`config.mk`:
```
export PLATFORM = sky130hd
export DESIGN_NAME = sbo_ctrl
export DESIGN_NICKNAME = d
export VERILOG_FILES = /design/src/hw/sbo_pkg.sv /design/src/hw/sbo_ctrl.sv /design/src/hw/sbo_offset_sat.sv /design/src/hw/sbo_sample_mem.sv
export SDC_FILE = /design/constraint.sdc
export NUM_CORES = 2
export LEC_CHECK = 0
export ABC_CLOCK_PERIOD_IN_PS = 7900
export BUFFER_PORTS_ARGS = -buffer_cell sky130_fd_sc_hd__buf_4
export CAP_MARGIN = 20
export CORE_MARGIN = 8
export CORE_UTILIZATION = 38
export DETAILED_ROUTE_END_ITERATION = 16
export PLACE_DENSITY = 0.53
export RECOVER_POWER = 25
export SYNTH_ARGS = -nofsm -noshare
export SYNTH_HDL_FRONTEND = slang
export SYNTH_SLANG_ARGS = --single-unit
export TNS_END_PERCENT = 20
```
`constraint.sdc`:
```
create_clock -name clk_i -period 7.9 [get_ports clk_i]
set_input_delay 0.79 -clock clk_i [delete_from_list [all_inputs] [get_ports clk_i]]
set_output_delay 0.79 -clock clk_i [all_outputs]
set_load 0.05 [all_outputs]
```
`src/hw/sbo_pkg.sv`:
```
package sbo_pkg;

    // register indices; the byte address is four times the index
    localparam logic [5:0] IDX_X_OFFSET = 6'h22;
    localparam logic [5:0] IDX_Y_OFFSET = 6'h23;
    localparam logic [5:0] IDX_Z_OFFSET = 6'h24;
    localparam logic [5:0] IDX_SETUP = 6'h26;
    localparam logic [5:0] IDX_SETUP_TWO = 6'h27;
    localparam logic [5:0] IDX_SENSOR = 6'h28;
    localparam logic [5:0] IDX_EVT_STATUS = 6'h29;
    localparam logic [5:0] IDX_EVT_MASK = 6'h2A;
    localparam logic [5:0] IDX_LEVEL = 6'h2B;
    localparam logic [5:0] IDX_DATA_XY = 6'h2C;
    localparam logic [5:0] IDX_DATA_Z = 6'h2D;

    // sample_store_setup fields
    localparam int SETUP_ORDER_BIT = 7;
    localparam int SETUP_MODE_LO = 5;
    localparam int SETUP_GATE_BIT = 4;
    localparam int SETUP_WT_BIT = 3;
    localparam int SETUP_OT_BIT = 2;
    localparam int SETUP_OR_BIT = 0;
    localparam logic [7:0] SETUP_MODE_MASK = 8'hE0;

    // sample_store_setup_two and sensor fields
    localparam int TWO_FLUSH_BIT = 7;
    localparam int SENSOR_ACTIVE_BIT = 0;
    localparam int SENSOR_PIN2_BIT = 1;

    // event status bits
    localparam int EVT_OVERFLOW = 0;
    localparam int EVT_MARK = 1;
    localparam int EVT_TRIGGER = 2;
    localparam int EVT_GATE_ERR = 3;
    localparam int EVT_BITS = 4;

    // reset values
    localparam logic [7:0] RST_BYTE = 8'h00;
    localparam logic [EVT_BITS-1:0] RST_EVT = 4'h0;

    typedef enum logic [1:0] {
        SBO_MODE_OFF = 2'b00,
        SBO_MODE_STREAM = 2'b01,
        SBO_MODE_STOP = 2'b10,
        SBO_MODE_TRIGGER = 2'b11
    } sbo_mode_t;

    typedef enum logic [1:0] {
        SBO_TRIG_ARMED = 2'b00,
        SBO_TRIG_COLLECT = 2'b01,
        SBO_TRIG_HALTED = 2'b10
    } sbo_trig_t;

endpackage : sbo_pkg

```
`src/hw/sbo_ctrl.sv`:
```
// Functional notes
// - one signed eight-bit offset register per axis, range -128 to 127
// - offset shifts the axis output by two output steps per code
// - x, y, z offsets at consecutive addresses, each shifts only its axis
// - order bit zero: oldest sample read first; zero after reset
// - order bit one: newest sample read first
// - mode bits refused while active or second pin trigger function set
// - stream mode overwrites the oldest sample when full, keeps latest 32
// - stop mode discards new samples when full
// - trigger mode before trigger: circular, at most mark count samples kept
// - after trigger accept 32 minus mark samples, set overflow, stop
// - overflow cleared and trigger re-armed on flush or full read out
// - trigger only from enabled sources: within, outside, orientation
// - gate clear: flush on every automatic wake/sleep transition
//
// Our own choice: the Wishbone interface to the registers.
`timescale 1ns/100ps
`default_nettype none
module sbo_ctrl #(
    parameter int DEPTH = 32,
    parameter int AW = 5,
    parameter int DW = 12
) (
    // clock and reset
    input wire logic clk_i,
    input wire logic rst_i,
    // wishbone slave
    input wire logic wb_cyc_i,
    input wire logic wb_stb_i,
    input wire logic wb_we_i,
    input wire logic [7:0] wb_adr_i,
    input wire logic [3:0] wb_sel_i,
    input wire logic [31:0] wb_dat_i,
    output logic [31:0] wb_dat_o,
    output logic wb_ack_o,
    // raw samples
    input wire logic sample_valid_i,
    input wire logic [DW-1:0] sample_x_i,
    input wire logic [DW-1:0] sample_y_i,
    input wire logic [DW-1:0] sample_z_i,
    // detector events and power transitions
    input wire logic within_threshold_evt_i,
    input wire logic outside_threshold_evt_i,
    input wire logic orientation_evt_i,
    input wire logic wake_sleep_change_i,
    // status
    output logic irq_o,
    output logic store_overflow_flag_o,
    output logic sensor_active_o,
    output logic second_pin_trigger_function_o
);
    ////////////////////////////////////////////////////////////////////////////////
    // registers
    logic [7:0] offset_r [3];
    logic [7:0] setup_r;
    logic [5:0] fill_level_mark_r;
    logic sensor_active_r, second_pin_trigger_function_r, gate_r, ovf_r;
    logic [sbo_pkg::EVT_BITS-1:0] evt_status_r, evt_mask_r;
    logic [AW-1:0] wr_ptr_r, rd_ptr_r;
    logic [AW:0] count_r, post_cnt_r;
    sbo_pkg::sbo_trig_t trig_r, trig_nxt;
    ////////////////////////////////////////////////////////////////////////////////
    // bus decode
    logic req, wr_req, rd_req, pop_req, hold_ack, take, pop;
    logic setup_wr, mode_locked, flush_wr, flush, activate, lifo;
    logic [5:0] idx;
    logic [7:0] wbyte, setup_nxt;
    sbo_pkg::sbo_mode_t mode, mode_nxt;
    assign req = wb_cyc_i && wb_stb_i && !wb_ack_o;
    assign idx = wb_adr_i[7:2];
    assign wbyte = wb_dat_i[7:0];
    assign wr_req = req && wb_we_i && wb_sel_i[0];
    assign rd_req = req && !wb_we_i;
    assign pop_req = rd_req && (idx == sbo_pkg::IDX_DATA_Z);
    assign hold_ack = pop_req && sample_valid_i;
    assign take = req && !hold_ack;
    assign pop = take && pop_req && (count_r != '0);
    assign mode = sbo_pkg::sbo_mode_t'(setup_r[sbo_pkg::SETUP_MODE_LO +: 2]);
    assign lifo = setup_r[sbo_pkg::SETUP_ORDER_BIT];
    assign mode_locked = sensor_active_r || second_pin_trigger_function_r;
    assign setup_wr = take && wr_req && (idx == sbo_pkg::IDX_SETUP);
    always_comb begin
        setup_nxt = wbyte;
        if (mode_locked) begin
            setup_nxt = (wbyte & ~sbo_pkg::SETUP_MODE_MASK) |
                        (setup_r & sbo_pkg::SETUP_MODE_MASK);
        end
    end
    assign mode_nxt = sbo_pkg::sbo_mode_t'(setup_nxt[sbo_pkg::SETUP_MODE_LO +: 2]);
    assign flush_wr = take && wr_req && (idx == sbo_pkg::IDX_SETUP_TWO) &&
                      wbyte[sbo_pkg::TWO_FLUSH_BIT];
    assign activate = take && wr_req && (idx == sbo_pkg::IDX_SENSOR) &&
                      wbyte[sbo_pkg::SENSOR_ACTIVE_BIT] && !sensor_active_r;
    assign flush = flush_wr || activate ||
                   (setup_wr && mode_nxt == sbo_pkg::SBO_MODE_OFF) ||
                   (wake_sleep_change_i && !setup_r[sbo_pkg::SETUP_GATE_BIT]);
    ////////////////////////////////////////////////////////////////////////////////
    // register writes
    always_ff @(posedge clk_i) begin
        if (rst_i) begin
            for (int i = 0; i < 3; i++) begin
                offset_r[i] <= sbo_pkg::RST_BYTE;
            end
        end else if (take && wr_req) begin
            if (idx == sbo_pkg::IDX_X_OFFSET) begin
                offset_r[0] <= wbyte;
            end else if (idx == sbo_pkg::IDX_Y_OFFSET) begin
                offset_r[1] <= wbyte;
            end else if (idx == sbo_pkg::IDX_Z_OFFSET) begin
                offset_r[2] <= wbyte;
            end
        end
    end

    always_ff @(posedge clk_i) begin
        if (rst_i) begin
            setup_r <= sbo_pkg::RST_BYTE;
        end else if (setup_wr) begin
            setup_r <= setup_nxt;
        end
    end

    always_ff @(posedge clk_i) begin
        if (rst_i) begin
            fill_level_mark_r <= '0;
            sensor_active_r <= 1'b0;
            second_pin_trigger_function_r <= 1'b0;
            evt_mask_r <= sbo_pkg::RST_EVT;
        end else if (take && wr_req) begin
            if (idx == sbo_pkg::IDX_SETUP_TWO) begin
                fill_level_mark_r <= wbyte[5:0];
            end else if (idx == sbo_pkg::IDX_SENSOR) begin
                sensor_active_r <= wbyte[sbo_pkg::SENSOR_ACTIVE_BIT];
                second_pin_trigger_function_r <= wbyte[sbo_pkg::SENSOR_PIN2_BIT];
            end else if (idx == sbo_pkg::IDX_EVT_MASK) begin
                evt_mask_r <= wbyte[sbo_pkg::EVT_BITS-1:0];
            end
        end
    end
    ////////////////////////////////////////////////////////////////////////////////
    // offset correction per axis
    logic [DW-1:0] raw [3], corr [3];
    assign raw[0] = sample_x_i;
    assign raw[1] = sample_y_i;
    assign raw[2] = sample_z_i;

    for (genvar a = 0; a < 3; a++) begin : g_axis
        sbo_offset_sat #(
            .DW(DW)
        ) u_sat (
            .raw_i(raw[a]),
            .offset_i(offset_r[a]),
            .corr_o(corr[a])
        );
    end
    ////////////////////////////////////////////////////////////////////////////////
    // sample storage decisions
    logic full, trig_evt, wr_en, drop_old, ovf_set, gate_err, post_inc;
    logic [AW:0] mark_eff, post_limit, count_nxt;
    logic [AW-1:0] rd_addr;
    logic [3*DW-1:0] rd_data;
    assign full = (count_r == (AW+1)'(DEPTH));
    assign mark_eff = (fill_level_mark_r > 6'(DEPTH)) ? (AW+1)'(DEPTH) : fill_level_mark_r[AW:0];
    assign post_limit = (AW+1)'(DEPTH) - mark_eff;
    assign trig_evt = (within_threshold_evt_i && setup_r[sbo_pkg::SETUP_WT_BIT]) ||
                      (outside_threshold_evt_i && setup_r[sbo_pkg::SETUP_OT_BIT]) ||
                      (orientation_evt_i && setup_r[sbo_pkg::SETUP_OR_BIT]);

    always_comb begin
        wr_en = 1'b0;
        drop_old = 1'b0;
        ovf_set = 1'b0;
        gate_err = 1'b0;
        post_inc = 1'b0;
        trig_nxt = trig_r;
        if (!flush && sample_valid_i && mode != sbo_pkg::SBO_MODE_OFF) begin
            if (gate_r) begin
                gate_err = 1'b1;
            end else begin
                case (mode)
                    sbo_pkg::SBO_MODE_STREAM: begin
                        wr_en = 1'b1;
                        drop_old = full;
                        ovf_set = full;
                    end
                    sbo_pkg::SBO_MODE_STOP: begin
                        wr_en = !full;
                        ovf_set = full;
                    end
                    default: begin
                        case (trig_r)
                            sbo_pkg::SBO_TRIG_ARMED: begin
                                wr_en = (mark_eff != '0);
                                drop_old = (mark_eff != '0) && (count_r >= mark_eff);
                            end
                            sbo_pkg::SBO_TRIG_COLLECT: begin
                                wr_en = 1'b1;
                                post_inc = 1'b1;
                                if (post_cnt_r + 1'b1 >= post_limit) begin
                                    ovf_set = 1'b1;
                                    trig_nxt = sbo_pkg::SBO_TRIG_HALTED;
                                end
                            end
                            default: begin
                            end
                        endcase
                    end
                endcase
            end
        end
        if (mode == sbo_pkg::SBO_MODE_TRIGGER && trig_r == sbo_pkg::SBO_TRIG_ARMED &&
            trig_evt && !flush) begin
            trig_nxt = (post_limit == '0) ? sbo_pkg::SBO_TRIG_HALTED : sbo_pkg::SBO_TRIG_COLLECT;
            ovf_set = ovf_set || (post_limit == '0);
        end
        if (flush || (pop && count_r == (AW+1)'(1))) begin
            trig_nxt = sbo_pkg::SBO_TRIG_ARMED;
        end
    end

    assign count_nxt = count_r + (AW+1)'(wr_en) - (AW+1)'(drop_old) - (AW+1)'(pop);
    assign rd_addr = lifo ? (wr_ptr_r - 1'b1) : rd_ptr_r;

    sbo_sample_mem #(
        .WIDTH(3*DW),
        .DEPTH(DEPTH),
        .AW(AW)
    ) u_mem (
        .clk_i(clk_i),
        .we_i(wr_en),
        .waddr_i(wr_ptr_r),
        .wdata_i({corr[2], corr[1], corr[0]}),
        .raddr_i(rd_addr),
        .rdata_o(rd_data)
    );
    ////////////////////////////////////////////////////////////////////////////////
    // pointers and fill level
    always_ff @(posedge clk_i) begin
        if (rst_i || flush) begin
            wr_ptr_r <= '0;
            rd_ptr_r <= '0;
            count_r <= '0;
        end else begin
            count_r <= count_nxt;
            if (pop && lifo) begin
                wr_ptr_r <= wr_ptr_r - 1'b1;
            end else if (wr_en) begin
                wr_ptr_r <= wr_ptr_r + 1'b1;
            end
            if (drop_old || (pop && !lifo)) begin
                rd_ptr_r <= rd_ptr_r + 1'b1;
            end
        end
    end

    always_ff @(posedge clk_i) begin
        if (rst_i) begin
            trig_r <= sbo_pkg::SBO_TRIG_ARMED;
        end else if (mode != sbo_pkg::SBO_MODE_TRIGGER) begin
            trig_r <= sbo_pkg::SBO_TRIG_ARMED;
        end else begin
            trig_r <= trig_nxt;
        end
    end

    always_ff @(posedge clk_i) begin
        if (rst_i || trig_nxt == sbo_pkg::SBO_TRIG_ARMED) begin
            post_cnt_r <= '0;
        end else if (post_inc) begin
            post_cnt_r <= post_cnt_r + 1'b1;
        end
    end

    always_ff @(posedge clk_i) begin
        if (rst_i || flush || (pop && count_r == (AW+1)'(1))) begin
            ovf_r <= 1'b0;
        end else if (ovf_set) begin
            ovf_r <= 1'b1;
        end
    end

    always_ff @(posedge clk_i) begin
        if (rst_i || flush || (pop && count_r == (AW+1)'(1))) begin
            gate_r <= 1'b0;
        end else if (wake_sleep_change_i && setup_r[sbo_pkg::SETUP_GATE_BIT] &&
                     count_r != '0) begin
            gate_r <= 1'b1;
        end
    end
    ////////////////////////////////////////////////////////////////////////////////
    // events and interrupt
    logic [sbo_pkg::EVT_BITS-1:0] evt_set, evt_clr;
    always_comb begin
        evt_set = '0;
        evt_set[sbo_pkg::EVT_OVERFLOW] = ovf_set;
        evt_set[sbo_pkg::EVT_MARK] = wr_en && !drop_old && mark_eff != '0 &&
                                     (count_r + 1'b1 == mark_eff);
        evt_set[sbo_pkg::EVT_TRIGGER] = (trig_r == sbo_pkg::SBO_TRIG_ARMED) &&
                                        (trig_nxt != sbo_pkg::SBO_TRIG_ARMED);
        evt_set[sbo_pkg::EVT_GATE_ERR] = gate_err;
    end

    assign evt_clr = (take && wr_req && idx == sbo_pkg::IDX_EVT_STATUS) ?
                     wbyte[sbo_pkg::EVT_BITS-1:0] : '0;

    always_ff @(posedge clk_i) begin
        if (rst_i) begin
            evt_status_r <= sbo_pkg::RST_EVT;
        end else begin
            evt_status_r <= (evt_status_r & ~evt_clr) | evt_set;
        end
    end

    always_ff @(posedge clk_i) begin
        if (rst_i) begin
            irq_o <= 1'b0;
            store_overflow_flag_o <= 1'b0;
            sensor_active_o <= 1'b0;
            second_pin_trigger_function_o <= 1'b0;
        end else begin
            irq_o <= |(((evt_status_r & ~evt_clr) | evt_set) & evt_mask_r);
            store_overflow_flag_o <= ovf_r;
            sensor_active_o <= sensor_active_r;
            second_pin_trigger_function_o <= second_pin_trigger_function_r;
        end
    end
    ////////////////////////////////////////////////////////////////////////////////
    // read data and acknowledge
    logic [31:0] rd_mux;
    always_comb begin
        rd_mux = '0;
        if (idx == sbo_pkg::IDX_X_OFFSET) begin
            rd_mux[7:0] = offset_r[0];
        end else if (idx == sbo_pkg::IDX_Y_OFFSET) begin
            rd_mux[7:0] = offset_r[1];
        end else if (idx == sbo_pkg::IDX_Z_OFFSET) begin
            rd_mux[7:0] = offset_r[2];
        end else if (idx == sbo_pkg::IDX_SETUP) begin
            rd_mux[7:0] = setup_r;
        end else if (idx == sbo_pkg::IDX_SETUP_TWO) begin
            rd_mux[5:0] = fill_level_mark_r;
        end else if (idx == sbo_pkg::IDX_SENSOR) begin
            rd_mux[1:0] = {second_pin_trigger_function_r, sensor_active_r};
        end else if (idx == sbo_pkg::IDX_EVT_STATUS) begin
            rd_mux[sbo_pkg::EVT_BITS-1:0] = evt_status_r;
        end else if (idx == sbo_pkg::IDX_EVT_MASK) begin
            rd_mux[sbo_pkg::EVT_BITS-1:0] = evt_mask_r;
        end else if (idx == sbo_pkg::IDX_LEVEL) begin
            rd_mux[11:0] = {gate_r, ovf_r, 2'(trig_r), 2'b00, count_r};
        end else if (idx == sbo_pkg::IDX_DATA_XY && count_r != '0) begin
            rd_mux[2*DW-1:0] = rd_data[2*DW-1:0];
        end else if (idx == sbo_pkg::IDX_DATA_Z && count_r != '0) begin
            rd_mux[DW-1:0] = rd_data[3*DW-1:2*DW];
        end
    end

    always_ff @(posedge clk_i) begin
        if (rst_i) begin
            wb_ack_o <= 1'b0;
            wb_dat_o <= '0;
        end else begin
            wb_ack_o <= take;
            wb_dat_o <= (take && rd_req) ? rd_mux : '0;
        end
    end
endmodule : sbo_ctrl
`default_nettype wire

```
`src/hw/sbo_offset_sat.sv`:
```
`timescale 1ns/100ps
`default_nettype none
module sbo_offset_sat #(
    parameter int DW = 12
) (
    // raw sample and offset
    input wire logic [DW-1:0] raw_i,
    input wire logic [7:0] offset_i,
    // corrected sample
    output logic [DW-1:0] corr_o
);
    logic [DW+1:0] sum;

    // offset counts two output steps per code
    assign sum = {{2{raw_i[DW-1]}}, raw_i} + {{(DW-7){offset_i[7]}}, offset_i, 1'b0};

    always_comb begin
        if (sum[DW+1:DW-1] == 3'b000 || sum[DW+1:DW-1] == 3'b111) begin
            corr_o = sum[DW-1:0];
        end else if (sum[DW+1]) begin
            corr_o = {1'b1, {(DW-1){1'b0}}};
        end else begin
            corr_o = {1'b0, {(DW-1){1'b1}}};
        end
    end
endmodule : sbo_offset_sat
`default_nettype wire

```
`src/hw/sbo_sample_mem.sv`:
```
`timescale 1ns/100ps
`default_nettype none
module sbo_sample_mem #(
    parameter int WIDTH = 36,
    parameter int DEPTH = 32,
    parameter int AW = 5
) (
    // clock
    input wire logic clk_i,
    // write port
    input wire logic we_i,
    input wire logic [AW-1:0] waddr_i,
    input wire logic [WIDTH-1:0] wdata_i,
    // read port
    input wire logic [AW-1:0] raddr_i,
    output logic [WIDTH-1:0] rdata_o
);
    logic [WIDTH-1:0] mem_r [DEPTH];

    always_ff @(posedge clk_i) begin
        if (we_i) begin
            mem_r[waddr_i] <= wdata_i;
        end
    end

    assign rdata_o = mem_r[raddr_i];
endmodule : sbo_sample_mem
`default_nettype wire

```
==> reports/metrics.cfg <==
[clocking]
cts_root_buf=clkbuf_16
clk_pin_slew_ps=60
cts_buffer_depth=3
clk_latency_ps=770
cts_sinks=1255
cts_tree=yes
post_cts_resized=0
cts_made_buffers=135
htree_levels=4
ctsHoldBuffers=0
cts_setup_buffers=0

[sta]
tightest_slew_ps=2510
fin_crit_ps=6550
drv_slew=118
rsz0062_at_grt=no
timing.fmax_mhz=153
setup_slack_ps=1350
finalSetupTns_ps=0
setup_viol_count_final=0
skew_ps=35.8
maxSlewHeadroom_pct=-67.4
period_share_pct=82.9
hold_violations=0

[status]
violations=capacitance limit, slew limit
outcome=complete, but fails checks

[synthesis]
avgSynthCellArea_um2=16.2
synth_edf_count=1176
synthCells=3226
synth-seq-cells=1255
seq_area_frac_synth_pct=70.7
ys_types=79
netlist_area_um2=52200
synth-async-reset-ratio_pct=0
ys.flop_type=edfxtp_1
ys.warnings.count=0

[placed_design]
gp_congestion=0.850
place_area_um2=55700
place_hpwl_um=88000
io_buffers=89
place_ws_ps=2220

[worst_setup_path]
critPathCaptureType=register
r2r_setup_slack_ps=1810
timing.critical_path.buf_inv=2
crit_required_ps=8320
worstSetupStartpointType=primary input
crit_fanout=28
critical-path-top-delay-family=simple AND/OR/NAND/NOR gates
critical_path.slowest_cell=nor2_1
criticalPathCategory=in2reg
cp.arrival_ps=6970
cpPeakStageDelay_ps=1400
critical_path.cell_chain=clkbuf_1 -> nor3_1 -> a32o_1 -> a2111oi_4 -> a21boi_0 -> nand2_1 -> nor2_1 -> buf_4

[detailed_routing]
routed_wl_um=148000
vias_per_cell=5.63
drc_errors=0
routed-via-count=29737
post_drt_wl_per_cell_um=28.1
dr.pass1.iters=8
drtIter0Drc=2634
antenna_left=0

[global_route]
overflow=0
antenna_found_initial=3
grt_pass1_wl_um=214000
grt_max_degree=125
track_usage_pct=19.4
grt_pass1_vias=29598

[die]
initial_core_util_pct=38.1
die_w_um=386
die_area_um2=149000
die_h_um=386
core_um2=137000
io_pins=127
rows=136

[power]
p_leak_uw=0.0194
power_density_nw_per_um2=241
peakVddDrop_v=0.000196
p_total_uw=14400

[layout]
layout_commonest_cell=edfxtp_1
fin_nets=3545
fin_util_pct=43.7
syn2layout_area_growth_pct=14.6
num-fill-cells=12200
mostFrequentLayoutCells=1176 x edfxtp_1, 405 x nand2_1, 228 x mux4_2
final_area_um2=59800
drive_gt1_share_pct=18.4

[flow_run]
maxCapViolations=6

[worst_hold_path]
hp-class=in2reg

## path summary, 6_finish.rpt
kind                           start                       endpoint  cells after the start
max                      wb_adr_i[3]  u_mem.mem_r[20][21]$_DFFE_PP_                      8
min                      wb_dat_i[4]        setup_r[4]$_SDFFE_PP0P_                      3
max reg2reg      wb_ack_o$_SDFF_PP0_  u_mem.mem_r[20][21]$_DFFE_PP_                      8
min reg2reg  setup_r[1]$_SDFFE_PP0P_        setup_r[1]$_SDFFE_PP0P_                      2
## worst min-delay path, stage by stage
cell and delay, ps:
buf_4 110, mux2i_1 60, nor2_1 70
## flip-flops by register name, summed over array words and instances (netlist names)
signal and flops:
setup_r 8, sensor_active_o 1, evt_mask_r 4, offset_r 24, wb_ack_o 1, wr_ptr_r 5, evt_status_r 4, post_cnt_r 6
count_r 6, wb_dat_o 24, irq_o 1, u_mem.mem_r 1152, second_pin_trigger_function_r 1, second_pin_trigger_function_o 1, store_overflow_flag_o 1, gate_r 1
ovf_r 1, fill_level_mark_r 6, sensor_active_r 1, rd_ptr_r 5, trig_r 2
## where the power goes
part	total, uW	internal (uW)	switching, uW
logic	717	152	565
clock network	6060	3440	2630
registers	7620	7610	11.7
## metal layers
metal / part of all wire (%) / track usage, % / wire length [um] / vias to the layer above
met1: 43 / 26.7 / 63400 / 15509
li1: - / - / - / 12993
met5: 0.0088 / 0 / 13 / -
met4: 2.4 / 5.47 / 3580 / 2
met3: 6.1 / 3.29 / 9130 / 193
met2: 49 / 32.1 / 72400 / 1040
## cell usage after synthesis, drive strengths merged (5+ instances only)
cell     instances  share of area (%)
a21oi          106                1.0
clkbuf          72               0.52
nand2b          16               0.19
xor2            23               0.39
inv             62               0.45
fa               5               0.19
o21a             9               0.13
a21boi           8               0.14
or2              6              0.072
ha              71                1.7
nand3           68               0.65
nor2b           24               0.29
a21o            18               0.26
nand4            5              0.060
o41ai            8               0.15
a22oi           21               0.30
dfxtp           79                3.0
xnor2           29               0.49
a31oi           57               0.68
mux4           228                9.8
or3              8              0.096
nor3b            7               0.10
nand3b           6              0.086
mux2i           65                1.2
edfxtp        1176                 68
and3            58               0.70
nor3            35               0.34
o211ai           8               0.12
buf            108                1.1
a221oi           7               0.12
a311oi          13               0.25
nor2           124               0.90
o31ai            8               0.12
a211oi          40               0.58
o32ai            5              0.084
nor4            12               0.17
and2            19               0.23
o22ai           11               0.13
o21ai          128                1.2
a2111oi          9               0.19
nand2          405                2.9
## area by class of cell
type                       instances  area [um^2]  area share [%]
clock inverter                    55          457           0.764
clock buffer                     189         3790            6.34
antenna                            1         2.50         0.00419
timing repair buffer             189         1490            2.49
multi-input combinational       1736        14700            24.5
inverter                          62          233           0.389
tap                             1794         2240            3.76
sequential                      1255        36900            61.7
## kinds of logic after synthesis
kind of cell / count (synthesis) / share of synthesized area (%)
flops: 1255 / 70.7
simple gates: 808 / 7.06
compound gates: 496 / 6.22
mux: 296 / 11.2
buf+inv: 242 / 2.05
fa+ha+maj: 76 / 1.90
xor+xnor: 52 / 0.873
other cells: 1 / 0.00719
## metrics by stage
| stage | std cells | hold slack (ps) |
|---|---|---|
| after floorplan | 3233 | 431 |
| after global placement | 5025 | 482 |
| after detailed placement | 5031 | 488 |
| after CTS | 5275 | 245 |
| after global routing | 5280 | 298 |
| final | 5281 | 294 |
No activity file was read; power rests on OpenSTA's default activity.
